**src/vpas_pkg.sv**
```systemverilog
package vpas_pkg;
   // ----------------------------------------
   // Amplitude arithmetic
   // ----------------------------------------
   localparam int          AMP_W        = 10;
   localparam logic [9:0]  AMP_MAX      = 10'h3ff;
   localparam int          CS_DIV_SHIFT = 5;             // Divide by 32
   localparam logic [19:0] GRAD_NUMER   = 20'h00100;     // 256
   localparam logic [7:0]  SINE_PEAK    = 8'hf8;         // 248 of 256
   localparam logic [19:0] STEP_MAX     = 20'hfffff;
   localparam int          STEP_W       = 20;
   // ----------------------------------------
   // Chopper timing in clock cycles
   // ----------------------------------------
   localparam logic [10:0] PER_F0       = 11'h200;       // 1024/2
   localparam logic [10:0] PER_F1       = 11'h156;       // 683/2
   localparam logic [10:0] PER_F2       = 11'h100;       // 512/2
   localparam logic [10:0] PER_F3       = 11'h0cd;       // 410/2
   localparam logic [5:0]  BLANK_T0     = 6'h10;
   localparam logic [5:0]  BLANK_T1     = 6'h18;         // 24 cycles
   localparam logic [5:0]  BLANK_T2     = 6'h24;
   localparam logic [5:0]  BLANK_T3     = 6'h36;
   // ----------------------------------------
   // Reset values
   // ----------------------------------------
   localparam logic [9:0]  AMP_RST      = 10'h000;
   localparam logic [7:0]  TUNE_RST     = 8'h00;
endpackage

```
**src/vpas_divider.sv**
```systemverilog
module vpas_divider
   import vpas_pkg::*;
(
   input  wire logic        clock,
   input  wire logic        rst_n,
   input  wire logic [15:0] dividend,
   input  wire logic [19:0] divisor,
   output logic      [9:0]  quotient,
   output logic             done
);
   // ----------------------------------------
   // Restoring serial divider, one bit a cycle
   // ----------------------------------------
   logic [4:0]  bitCnt_r;
   logic [35:0] rem_r;
   logic [15:0] quot_r;
   logic [20:0] trial;

   // Trial subtraction of the shifted remainder
   assign trial = {1'b0, rem_r[34:15]} - {1'b0, divisor};

   // Restart every 17 cycles on latest operands
   always_ff @(posedge clock) begin
      if (!rst_n) begin
         bitCnt_r <= 5'h00;
         rem_r    <= 36'h000000000;
         quot_r   <= 16'h0000;
         quotient <= 10'h000;
         done     <= 1'b0;
      end else if (bitCnt_r == 5'h00) begin
         rem_r    <= {20'h00000, dividend};
         bitCnt_r <= 5'h10;
         done     <= 1'b0;
      end else begin
         bitCnt_r <= bitCnt_r - 5'h01;
         if (!trial[20] && divisor != 20'h00000) begin
            rem_r  <= {trial[19:0], rem_r[14:0], 1'b0};
            quot_r <= {quot_r[14:0], 1'b1};
         end else begin
            rem_r  <= {rem_r[34:0], 1'b0};
            quot_r <= {quot_r[14:0], 1'b0};
         end
         if (bitCnt_r == 5'h01) begin
            done     <= 1'b1;
            quotient <= (quot_r[14:9] != 6'h00) ? AMP_MAX : {quot_r[8:0], 1'b0};
         end
      end
   end
endmodule

```
**src/vpas_scaler.sv**
```systemverilog
module vpas_scaler
   import vpas_pkg::*;
(
   input  wire logic       clock,
   input  wire logic       rst_n,
   input  wire logic       autoScaleEn,
   input  wire logic       slowDecayMeasureEn,
   input  wire logic       freewheelEn,
   input  wire logic       standstill,
   input  wire logic [1:0] blankTimeSel,
   input  wire logic [1:0] chopperFreqSel,
   input  wire logic [7:0] amplitudeOffset,
   input  wire logic [7:0] amplitudeGradient,
   input  wire logic [4:0] runCurrent,
   input  wire logic [4:0] holdCurrent,
   input  wire logic [4:0] loadReducedCurrent,
   input  wire logic       loadReduceEn,
   input  wire logic       stepPulse,
   input  wire logic       currentBelowTarget,
   output logic      [9:0] totalAmplitude,
   output logic      [9:0] pwmDuty,
   output logic            chopOn,
   output logic            measureSample,
   output logic      [7:0] tunedOffset,
   output logic      [7:0] tunedGradient,
   output logic      [19:0] stepInterval,
   output logic      [4:0] actualCurrentScale
);
   // ----------------------------------------
   // Pin synchronisers
   // ----------------------------------------
   logic [1:0] stepSync_r;
   logic [1:0] curSync_r;
   logic       stepPrev_r;
   logic       stepEdge;
   logic       curBelow;

   always_ff @(posedge clock) begin
      if (!rst_n) begin
         stepSync_r <= 2'h0;
         curSync_r  <= 2'h0;
         stepPrev_r <= 1'b0;
      end else begin
         stepSync_r <= {stepSync_r[0], stepPulse};
         curSync_r  <= {curSync_r[0], currentBelowTarget};
         stepPrev_r <= stepSync_r[1];
      end
   end
   assign stepEdge = stepSync_r[1] & ~stepPrev_r;
   assign curBelow = curSync_r[1];

   // ----------------------------------------
   // Step interval measurement
   // ----------------------------------------
   logic [19:0] stepCnt_r;
   always_ff @(posedge clock) begin
      if (!rst_n) begin
         stepCnt_r    <= 20'h00000;
         stepInterval <= STEP_MAX;
      end else if (stepEdge) begin
         stepCnt_r    <= 20'h00001;
         stepInterval <= stepCnt_r;
      end else if (stepCnt_r != STEP_MAX) begin
         stepCnt_r <= stepCnt_r + 20'h00001;
      end else begin
         stepInterval <= STEP_MAX;
      end
   end

   // ----------------------------------------
   // Current scale selection
   // ----------------------------------------
   logic [4:0] csNxt;
   assign csNxt = loadReduceEn ? loadReducedCurrent
                : (standstill ? holdCurrent : runCurrent);
   always_ff @(posedge clock) begin
      if (!rst_n) actualCurrentScale <= 5'h00;
      else        actualCurrentScale <= csNxt;
   end

   // ----------------------------------------
   // Chopper period and blanking
   // ----------------------------------------
   function automatic logic [10:0] periodOf(input logic [1:0] sel);
      case (sel)
         2'h0:    periodOf = PER_F0;
         2'h1:    periodOf = PER_F1;
         2'h2:    periodOf = PER_F2;
         default: periodOf = PER_F3;
      endcase
   endfunction
   function automatic logic [5:0] blankOf(input logic [1:0] sel);
      case (sel)
         2'h0:    blankOf = BLANK_T0;
         2'h1:    blankOf = BLANK_T1;
         2'h2:    blankOf = BLANK_T2;
         default: blankOf = BLANK_T3;
      endcase
   endfunction

   logic [10:0] perCnt_r;
   logic        periodEnd;
   logic [10:0] onLen;
   logic [10:0] onLen_r;
   logic [17:0] dutyProd;
   logic        inOn;
   logic        pastBlank;
   logic        inBlankOn;
   logic [10:0] blankLen;

   assign periodEnd = (perCnt_r >= periodOf(chopperFreqSel) - 11'h001);
   // Duty = amplitude*248/256 share of the period, 10-bit full scale
   assign dutyProd  = {8'h00, totalAmplitude} * {10'h000, SINE_PEAK};
   // Next on length, 21-bit product so it cannot wrap
   assign onLen     = 11'(({11'h000, dutyProd[17:8]} * {10'h000, periodOf(chopperFreqSel)}) >> 10);
   assign inOn      = perCnt_r < onLen_r;
   assign blankLen  = {5'h00, blankOf(blankTimeSel)};
   assign pastBlank = perCnt_r >= blankLen;
   assign inBlankOn = inOn & pastBlank;

   always_ff @(posedge clock) begin
      if (!rst_n) begin
         perCnt_r      <= 11'h000;
         onLen_r       <= 11'h000;
         chopOn        <= 1'b0;
         pwmDuty       <= AMP_RST;
         measureSample <= 1'b0;
      end else begin
         perCnt_r <= periodEnd ? 11'h000 : perCnt_r + 11'h001;
         // On length latched once a period, so no on phase starts mid-period
         onLen_r  <= periodEnd ? onLen : onLen_r;
         chopOn   <= inOn;
         pwmDuty  <= dutyProd[17:8];
         // On phase after blanking, or slow decay when enabled
         measureSample <= inBlankOn
                        | (slowDecayMeasureEn & ~inOn & pastBlank);
      end
   end

   // ----------------------------------------
   // Velocity term through serial divider
   // ----------------------------------------
   logic [9:0] velQuot;
   logic       velDone;
   logic [9:0] velTerm_r;
   logic [7:0] gradSel;
   logic [7:0] ofsSel;

   // Tuned values in automatic mode, programmed ones otherwise
   assign gradSel = autoScaleEn ? tunedGradient : amplitudeGradient;
   assign ofsSel  = autoScaleEn ? tunedOffset   : amplitudeOffset;

   vpas_divider uDiv (
      .clock    (clock),
      .rst_n    (rst_n),
      .dividend ({gradSel, 8'h00}),  // gradient*256
      .divisor  (stepInterval),
      .quotient (velQuot),
      .done     (velDone)
   );

   always_ff @(posedge clock) begin
      if (!rst_n)                      velTerm_r <= 10'h000;
      else if (stepInterval == STEP_MAX) velTerm_r <= 10'h000;
      else if (velDone)                velTerm_r <= velQuot;
   end

   // ----------------------------------------
   // Amplitude sum and regulator
   // ----------------------------------------
   logic [13:0] ofsProd;
   logic [11:0] ffSum;
   logic [9:0]  ffAmp;
   logic [9:0]  regAmp_r;

   assign ofsProd = {6'h00, ofsSel} * {8'h00, ({1'b0, actualCurrentScale} + 6'h01)};
   assign ffSum   = {3'h0, ofsProd[13:CS_DIV_SHIFT]} + {2'h0, velTerm_r};
   assign ffAmp   = (ffSum > {2'h0, AMP_MAX}) ? AMP_MAX : ffSum[9:0];

   // One-LSB step at each period end that falls in a measurement sample, saturating
   always_ff @(posedge clock) begin
      if (!rst_n) begin
         regAmp_r      <= AMP_RST;
         tunedOffset   <= TUNE_RST;
         tunedGradient <= TUNE_RST;
      end else if (autoScaleEn && measureSample && periodEnd) begin
         if (curBelow && regAmp_r != AMP_MAX) regAmp_r <= regAmp_r + 10'h001;
         else if (!curBelow && regAmp_r != 10'h000) regAmp_r <= regAmp_r - 10'h001;
         if (standstill) tunedOffset <= regAmp_r[9:2];
         else if (velTerm_r != 10'h000 && regAmp_r > {ffSum[9:0]})
            tunedGradient <= tunedGradient + 8'h01;
      end
   end

   always_ff @(posedge clock) begin
      if (!rst_n)                            totalAmplitude <= AMP_RST;
      else if (freewheelEn && csNxt == 5'h00) totalAmplitude <= AMP_RST;
      else if (!autoScaleEn)                 totalAmplitude <= ffAmp;
      else                                   totalAmplitude <= regAmp_r;
   end
endmodule

```
**config.mk**
```make
export PLATFORM = sky130hd
export DESIGN_NAME = vpas_scaler
export DESIGN_NICKNAME = d
export VERILOG_FILES = /design/src/vpas_pkg.sv /design/src/vpas_divider.sv /design/src/vpas_scaler.sv
export SDC_FILE = /design/constraint.sdc
export NUM_CORES = 1
export LEC_CHECK = 0
export CAP_MARGIN = 5
export CORE_MARGIN = 2
export CORE_UTILIZATION = 55
export DETAILED_ROUTE_END_ITERATION = 6
export DONT_BUFFER_PORTS = 1
export HOLD_SLACK_MARGIN = 0.1
export PLACE_DENSITY = 0.76
export REMOVE_ABC_BUFFERS = 1
export SKIP_LAST_GASP = 1
export SYNTH_ARGS = -nofsm -noshare
export SYNTH_HDL_FRONTEND = slang
export SYNTH_SLANG_ARGS = --single-unit
```
**constraint.sdc**
```tcl
create_clock -name clock -period 17.56 [get_ports clock]
set_clock_uncertainty 0.05 [all_clocks]
set_input_delay 1.756 -clock clock [delete_from_list [all_inputs] [get_ports clock]]
set_output_delay 1.756 -clock clock [all_outputs]
set_load 0.05 [all_outputs]
```
Word-level counts from Yosys, hierarchy flattened
Cells that the tools add are included.
Word-level totals
  register bits: 196
  bits of input ports: 44
  output and inout bits: 63
  word-level logic and storage cells: 108
Operators by class
  add/subtract/negate cells: 10
  multiply operators: 3
  order comparisons: 5
  eq/ne operators: 9
  muxes and demuxes: 19
  bitwise gates (word level): 10
  reduce and logical (&&, ||, !) cells: 28
Operators with widths (count)
  two-way mux 10 bit: 5
  two-way mux 20 bit: 2
  two-way mux 35 bit: 1
  case mux 10 bit (3 select lines): 1
  multiplier 10 x 11 -> 21 bit: 1
  subtractor 20 x 20 -> 21 bit: 1
  adder 20 x 1 -> 20 bit (second input constant): 1
  equality test 20 bit (second input constant): 1
  != test 20 bit (second input constant): 1
  nonzero test 10 bit: 2
  nonzero test 20 bit: 1
  case mux 6 bit (3 select lines): 1
  two-way mux 16 bit: 1
  two-way mux 8 bit: 2
  multiplier 10 x 5 -> 15 bit (second input constant): 1
  two-way mux 5 bit: 3
  multiplier 8 x 6 -> 14 bit: 1
  adder 11 x 1 -> 11 bit (second input constant): 1
  adder 9 x 10 -> 11 bit: 1
  greater-or-equal comparator 11 bit: 1
  greater-or-equal comparator 11 x 6 -> 1 bit: 1
  > comparator 11 x 10 -> 1 bit (second input constant): 1
  < comparator 11 bit: 1
  subtractor 11 x 1 -> 11 bit (second input constant): 1
  24 further kinds: 51

Depth between registers and ports, before layout
  depth after elaboration: 6
  mapped depth: 35
  mapped depth without buffers: 35

By module
Synthesis repeated with hierarchy kept, for this count alone.
Unflattened totals
  cell total of the unflattened synthesis: 1792
  area total of the unflattened synthesis: 15623.7 µm²
Modules (own cells, without submodules)
  vpas_scaler: instances 1, cells an instance 1375, area an instance 12087.8 µm², seq. area each 2602.5 µm²
  vpas_divider: instances 1, cells an instance 417, area an instance 3535.9 µm², seq. area each 1321.3 µm²

Worst setup path before layout
OpenSTA, ideal clock, no wires.
  path kind: reg-to-reg
  start point: register totalAmplitude[3]
  end point: register onLen_r[10]
  data arrival time: 9115 ps
  setup slack: 8334 ps
  cell stages (with the launch flop): 35
  path buffers: 0
  cells stage by stage: dfxtp_1 > inv_1 > fa_1 > inv_1 > fa_1 > inv_1 > fa_1 > inv_1 > ha_1 > a21o_1 > a221oi_1 > o21bai_1 > a21oi_1 > o211ai_1 > a31oi_1 > xnor2_1 > and2_1 > fa_1 > inv_1 > fa_1 > inv_1 > fa_1 > inv_1 > fa_1 > inv_1 > fa_1 > ha_1 > a21oi_1 > o21a_1 > nand3_1 > a31oi_2 > a211oi_2 > o311a_4 > or4_1 > nand3_1
On the way
  word-level cells in the longest chain between the ends: 2
RTL lines
  start: declaration: line vpas_scaler.sv:20  | output logic [9:0] totalAmplitude,
  start signal: assignment: line vpas_scaler.sv:198  | else if (!autoScaleEn) totalAmplitude <= ffAmp;
  start signal: assignment: line vpas_scaler.sv:199  | else totalAmplitude <= regAmp_r;
  multiplier 10 x 5 -> 15 bit: line vpas_scaler.sv:113  | assign dutyProd = {8'h00, totalAmplitude} * {10'h000, SINE_PEAK};
  multiplier 10 x 11 -> 21 bit: line vpas_scaler.sv:115  | assign onLen = 11'(({11'h000, dutyProd[17:8]} * {10'h000, periodOf(chopperFreqSel)}) >> 10);
  end signal: assignment: line vpas_scaler.sv:131  | onLen_r <= periodEnd ? onLen : onLen_r;
  end: declaration: line vpas_scaler.sv:104  | logic [10:0] onLen_r;
No other way between the ends.
A chain may end at the register's enable or synchronous reset.

Worst setup path in the final report
  start point: register totalAmplitude[2]
  end point: register onLen_r[10]
The elaborated chain is that of the path after synthesis.

==> reports/summary.txt <==
post-synthesis instance area: 15000 um2
status: completed
number of routed nets with antenna violations: 0
FF+latch count, synth: 188
buffer count from post-CTS setup fixing: 0
simple-gate share of the synthesized area: 17.7%
sequential-to-total area share from yosys stat: 25.0%
xor and xnor fraction of the mapped netlist area: 4.99%
number of resized instances in the post-cts repair step: 0
RSZ-0062 raised after global routing: false
count of buffer and inverter cells on the critical path: 9
crit-path most repeated cell: sky130_fd_sc_hd__inv_1
Max stage delay cell, worst path: sky130_fd_sc_hd__dfxtp_1
root buffer cell: sky130_fd_sc_hd__clkbuf_16
area of the core region: 26900 um2
number of enable-type register cells in the synthesized netlist: 0
HPWL after detailed placement: 25500 um
main combinational cell family by area after synthesis: adder cells
area fraction in compound gates after synthesis: 12.0%
total setup violations reported at the end of the flow: 0
vias after detailed routing: 11700
endpoint required time on the critical path: 17.90 ns
instance count after placement with tap cells included: 2035
CTS hold repair buffers: 0
Horiz. Die Dim: 169 um
setup slack of the critical path after layout: 7.48 ns
fillcell total: 2332
wire length per cell after detailed routing: 16.1 um
number of synthesis warnings: 0
total overflow reported by the global router: 0
Worst Setup End Kind: flop
largest net degree at the start of global routing: 60
count of port buffers added during placement: 0
synthesized area per cell: 8.67 um2
CP Class: flop to flop
Largest stage delay, worst path: 0.71 ns
post-place setup slack: 7.56 ns
first-pass GRT wire length: 56200 um
DRC violation count after routing: 0
gate count after technology mapping: 1733
endpoints failing hold: 0
footprint of the multi-input gates: 10200 um2
fin area: 16000 um2
clock transition time at the flip-flop clock pins of the worst setup and hold paths: 0.09 ns
final non-filler cell total: 2067
number of placement rows: 60
min cycle time layout: 10.08 ns
crit-path max FO: 7
detailed-route wire length: 33200 um
slew at the pin with the worst max-slew slack: 1.15 ns
detailed router's first-iteration violation count: 671
fraction of final layout cells sized beyond drive strength 1: 3.88%
final layout net count: 2045
effective utilization at floorplan: 55.9%
highest clock rate: 99.2 MHz
H-Tree Depth: 4
Max transition margin: 23.2%
class of the tightest hold or removal check: flop to flop
vertical die dimension: 169 um
type of origin of the critical path: flop
via count of the first global-routing pass: 11400
synth unique cells: 78
Max Root-Sink Buffers: 2
CTS tree: built
Layout area overhead: 6.35%
CP top delay family: adder cells
Synth Area in Adders: 29.0%
Critical Path AT: 10.42 ns
ys flop type: sky130_fd_sc_hd__dfxtp_1
weighted congestion at the end of routability-driven global placement: 0.887
die footprint: 28700 um2
share of synthesized area spent on multiplexers: 4.12%
number of iterations in the first detailed-routing pass: 7
number of inserted diodes: 0
worst vdd ir: 63.7 uV
power per cell area: 91.2 nW/um2
Max-cap violations: 0
Sequential Area: 3760 um2
final core utilization: 59.5%
Setup Total Neg Slack: 0 ns
fraction of the cycle the final worst path needs: 57.4%
number of pins exceeding their max-slew limit in the final report: 0
Vias per Instance: 5.66
clock sinks: 188
top-level I/O count: 107
number of antenna violations at the first check in global routing: 0
worst-skew pair later-pin latency: 0.45 ns
overall track demand over capacity in global routing: 23.9%
post-placement cell area: 15300 um2
standby leakage power: 0.00762 uW
proportion of synthesized flip-flops having asynchronous set or reset: 0%
clock buffer count from CTS: 17
where the power goes:
part | total, uW | leakage, uW | internal (uW) | switching, uW
clock | 425 | 0.000316 | 205 | 220
sequential | 520 | 0.00153 | 460 | 59.7
combinational | 513 | 0.00578 | 205 | 308
total | 1460 | 0.00762 | 870 | 588
per-layer routing:
| layer | track usage (%) | share of wire, % | up-vias |
|---|---|---|---|
| met1 | 31.4 | 46 | 5624 |
| met4 | 7.88 | 2.2 | 0 |
| met5 | 0 | 0 | - |
| met2 | 41.0 | 49 | 221 |
| met3 | 2.85 | 3.1 | 52 |
| li1 | - | - | 5798 |
cell usage in the layout (no fill, tap or decap), types with 9 or more instances in the layout:
master / n
sky130_fd_sc_hd__nor4_1: 15
sky130_fd_sc_hd__fa_1: 101
sky130_fd_sc_hd__nand4_1: 17
sky130_fd_sc_hd__a211oi_1: 29
sky130_fd_sc_hd__a21o_1: 22
sky130_fd_sc_hd__nand2_1: 125
sky130_fd_sc_hd__mux2i_1: 54
sky130_fd_sc_hd__xnor2_1: 48
sky130_fd_sc_hd__o21bai_1: 11
sky130_fd_sc_hd__clkbuf_16: 17
sky130_fd_sc_hd__inv_1: 237
sky130_fd_sc_hd__or3_1: 9
sky130_fd_sc_hd__ha_1: 187
sky130_fd_sc_hd__nor2_1: 174
sky130_fd_sc_hd__or2_2: 10
sky130_fd_sc_hd__dfxtp_1: 188
sky130_fd_sc_hd__nand3_1: 42
sky130_fd_sc_hd__xor2_1: 35
sky130_fd_sc_hd__a31oi_1: 9
sky130_fd_sc_hd__nor2b_1: 17
sky130_fd_sc_hd__a221oi_1: 10
sky130_fd_sc_hd__and3_1: 10
sky130_fd_sc_hd__nor3_1: 45
sky130_fd_sc_hd__a21oi_1: 73
sky130_fd_sc_hd__o21ai_1: 25
sky130_fd_sc_hd__o21ai_0: 35
sky130_fd_sc_hd__and2_1: 60
cells in the mapped netlist, types with 9 or more instances:
cell | number | share of area [%]
sky130_fd_sc_hd__nand2_1 | 125 | 3.1
sky130_fd_sc_hd__mux2i_1 | 54 | 3.6
sky130_fd_sc_hd__clkbuf_1 | 34 | 0.85
sky130_fd_sc_hd__a31oi_1 | 9 | 0.37
sky130_fd_sc_hd__and3_1 | 10 | 0.42
sky130_fd_sc_hd__nor2_1 | 174 | 4.3
sky130_fd_sc_hd__a21oi_1 | 73 | 2.4
sky130_fd_sc_hd__o21ai_1 | 25 | 0.83
sky130_fd_sc_hd__a21o_1 | 22 | 1.1
sky130_fd_sc_hd__o21bai_1 | 11 | 0.55
sky130_fd_sc_hd__and2_1 | 60 | 2.5
sky130_fd_sc_hd__a221oi_1 | 10 | 0.58
sky130_fd_sc_hd__or3_1 | 9 | 0.37
sky130_fd_sc_hd__xor2_1 | 35 | 2.0
sky130_fd_sc_hd__ha_1 | 187 | 16
sky130_fd_sc_hd__a211oi_1 | 29 | 1.4
sky130_fd_sc_hd__fa_1 | 101 | 13
sky130_fd_sc_hd__nand4_1 | 17 | 0.71
sky130_fd_sc_hd__o21ai_0 | 35 | 1.2
sky130_fd_sc_hd__nor4_1 | 15 | 0.62
sky130_fd_sc_hd__nor2b_1 | 17 | 0.71
sky130_fd_sc_hd__nand3_1 | 42 | 1.4
sky130_fd_sc_hd__dfxtp_1 | 188 | 25
sky130_fd_sc_hd__or2_2 | 10 | 0.42
sky130_fd_sc_hd__xnor2_1 | 48 | 2.8
sky130_fd_sc_hd__nor3_1 | 45 | 1.5
sky130_fd_sc_hd__inv_1 | 237 | 5.9
stage by stage:
step	hold slack, ns	power, uW
global placement	0.365	1020
global route	0.409	1570
floorplan	0.362	912
finish	0.390	1460
detailed placement	0.371	1040
CTS	0.394	1470
cell type report:
type | instances | area share (%)
repair buffers | 6 | 0.282
clock buffers | 17 | 2.66
inverters | 238 | 5.59
multi-input cells | 1262 | 63.8
clock inverters | 15 | 1.45
flip-flops and latches | 188 | 23.5
well taps | 341 | 2.67
logic make-up (layout without fill, tap and decap cells):
logic type                 count (synthesis)  after routing
muxes                                     61             61
adders and majority gates                288            288
and+or+nand+nor                          554            554
xor gates and xnor gates                  84             84
buffers and inverters                    283            276
AOI/OAI and AO/OA                        274            274
other                                      1              1
DFF                                      188            188
sequential cells by signal (all words and copies together), names as in the netlist:
signal,cells
uDiv.rem_r,27
stepCnt_r,20
stepInterval,20
uDiv.quot_r,15
onLen_r,11
perCnt_r,11
pwmDuty,10
regAmp_r,10
totalAmplitude,10
uDiv.quotient,10
velTerm_r,10
tunedGradient,8
tunedOffset,8
actualCurrentScale,5
uDiv.bitCnt_r,5
curSync_r,2
stepSync_r,2
chopOn,1
measureSample,1
stepPrev_r,1
uDiv.done,1
path summary, 6_finish.rpt:
| check | from | to | slack (ns) | depth (start not counted) |
|---|---|---|---|---|
| worst max register to register | totalAmplitude[2] | onLen_r[10] | 7.48 | 33 |
| worst min-delay path | stepSync_r[0] | stepSync_r[1] | 0.39 | 1 |
| worst min register to register | stepSync_r[0] | stepSync_r[1] | 0.39 | 1 |
| worst max-delay path | totalAmplitude[2] | onLen_r[10] | 7.48 | 33 |
(Power assumes the default switching activity.)
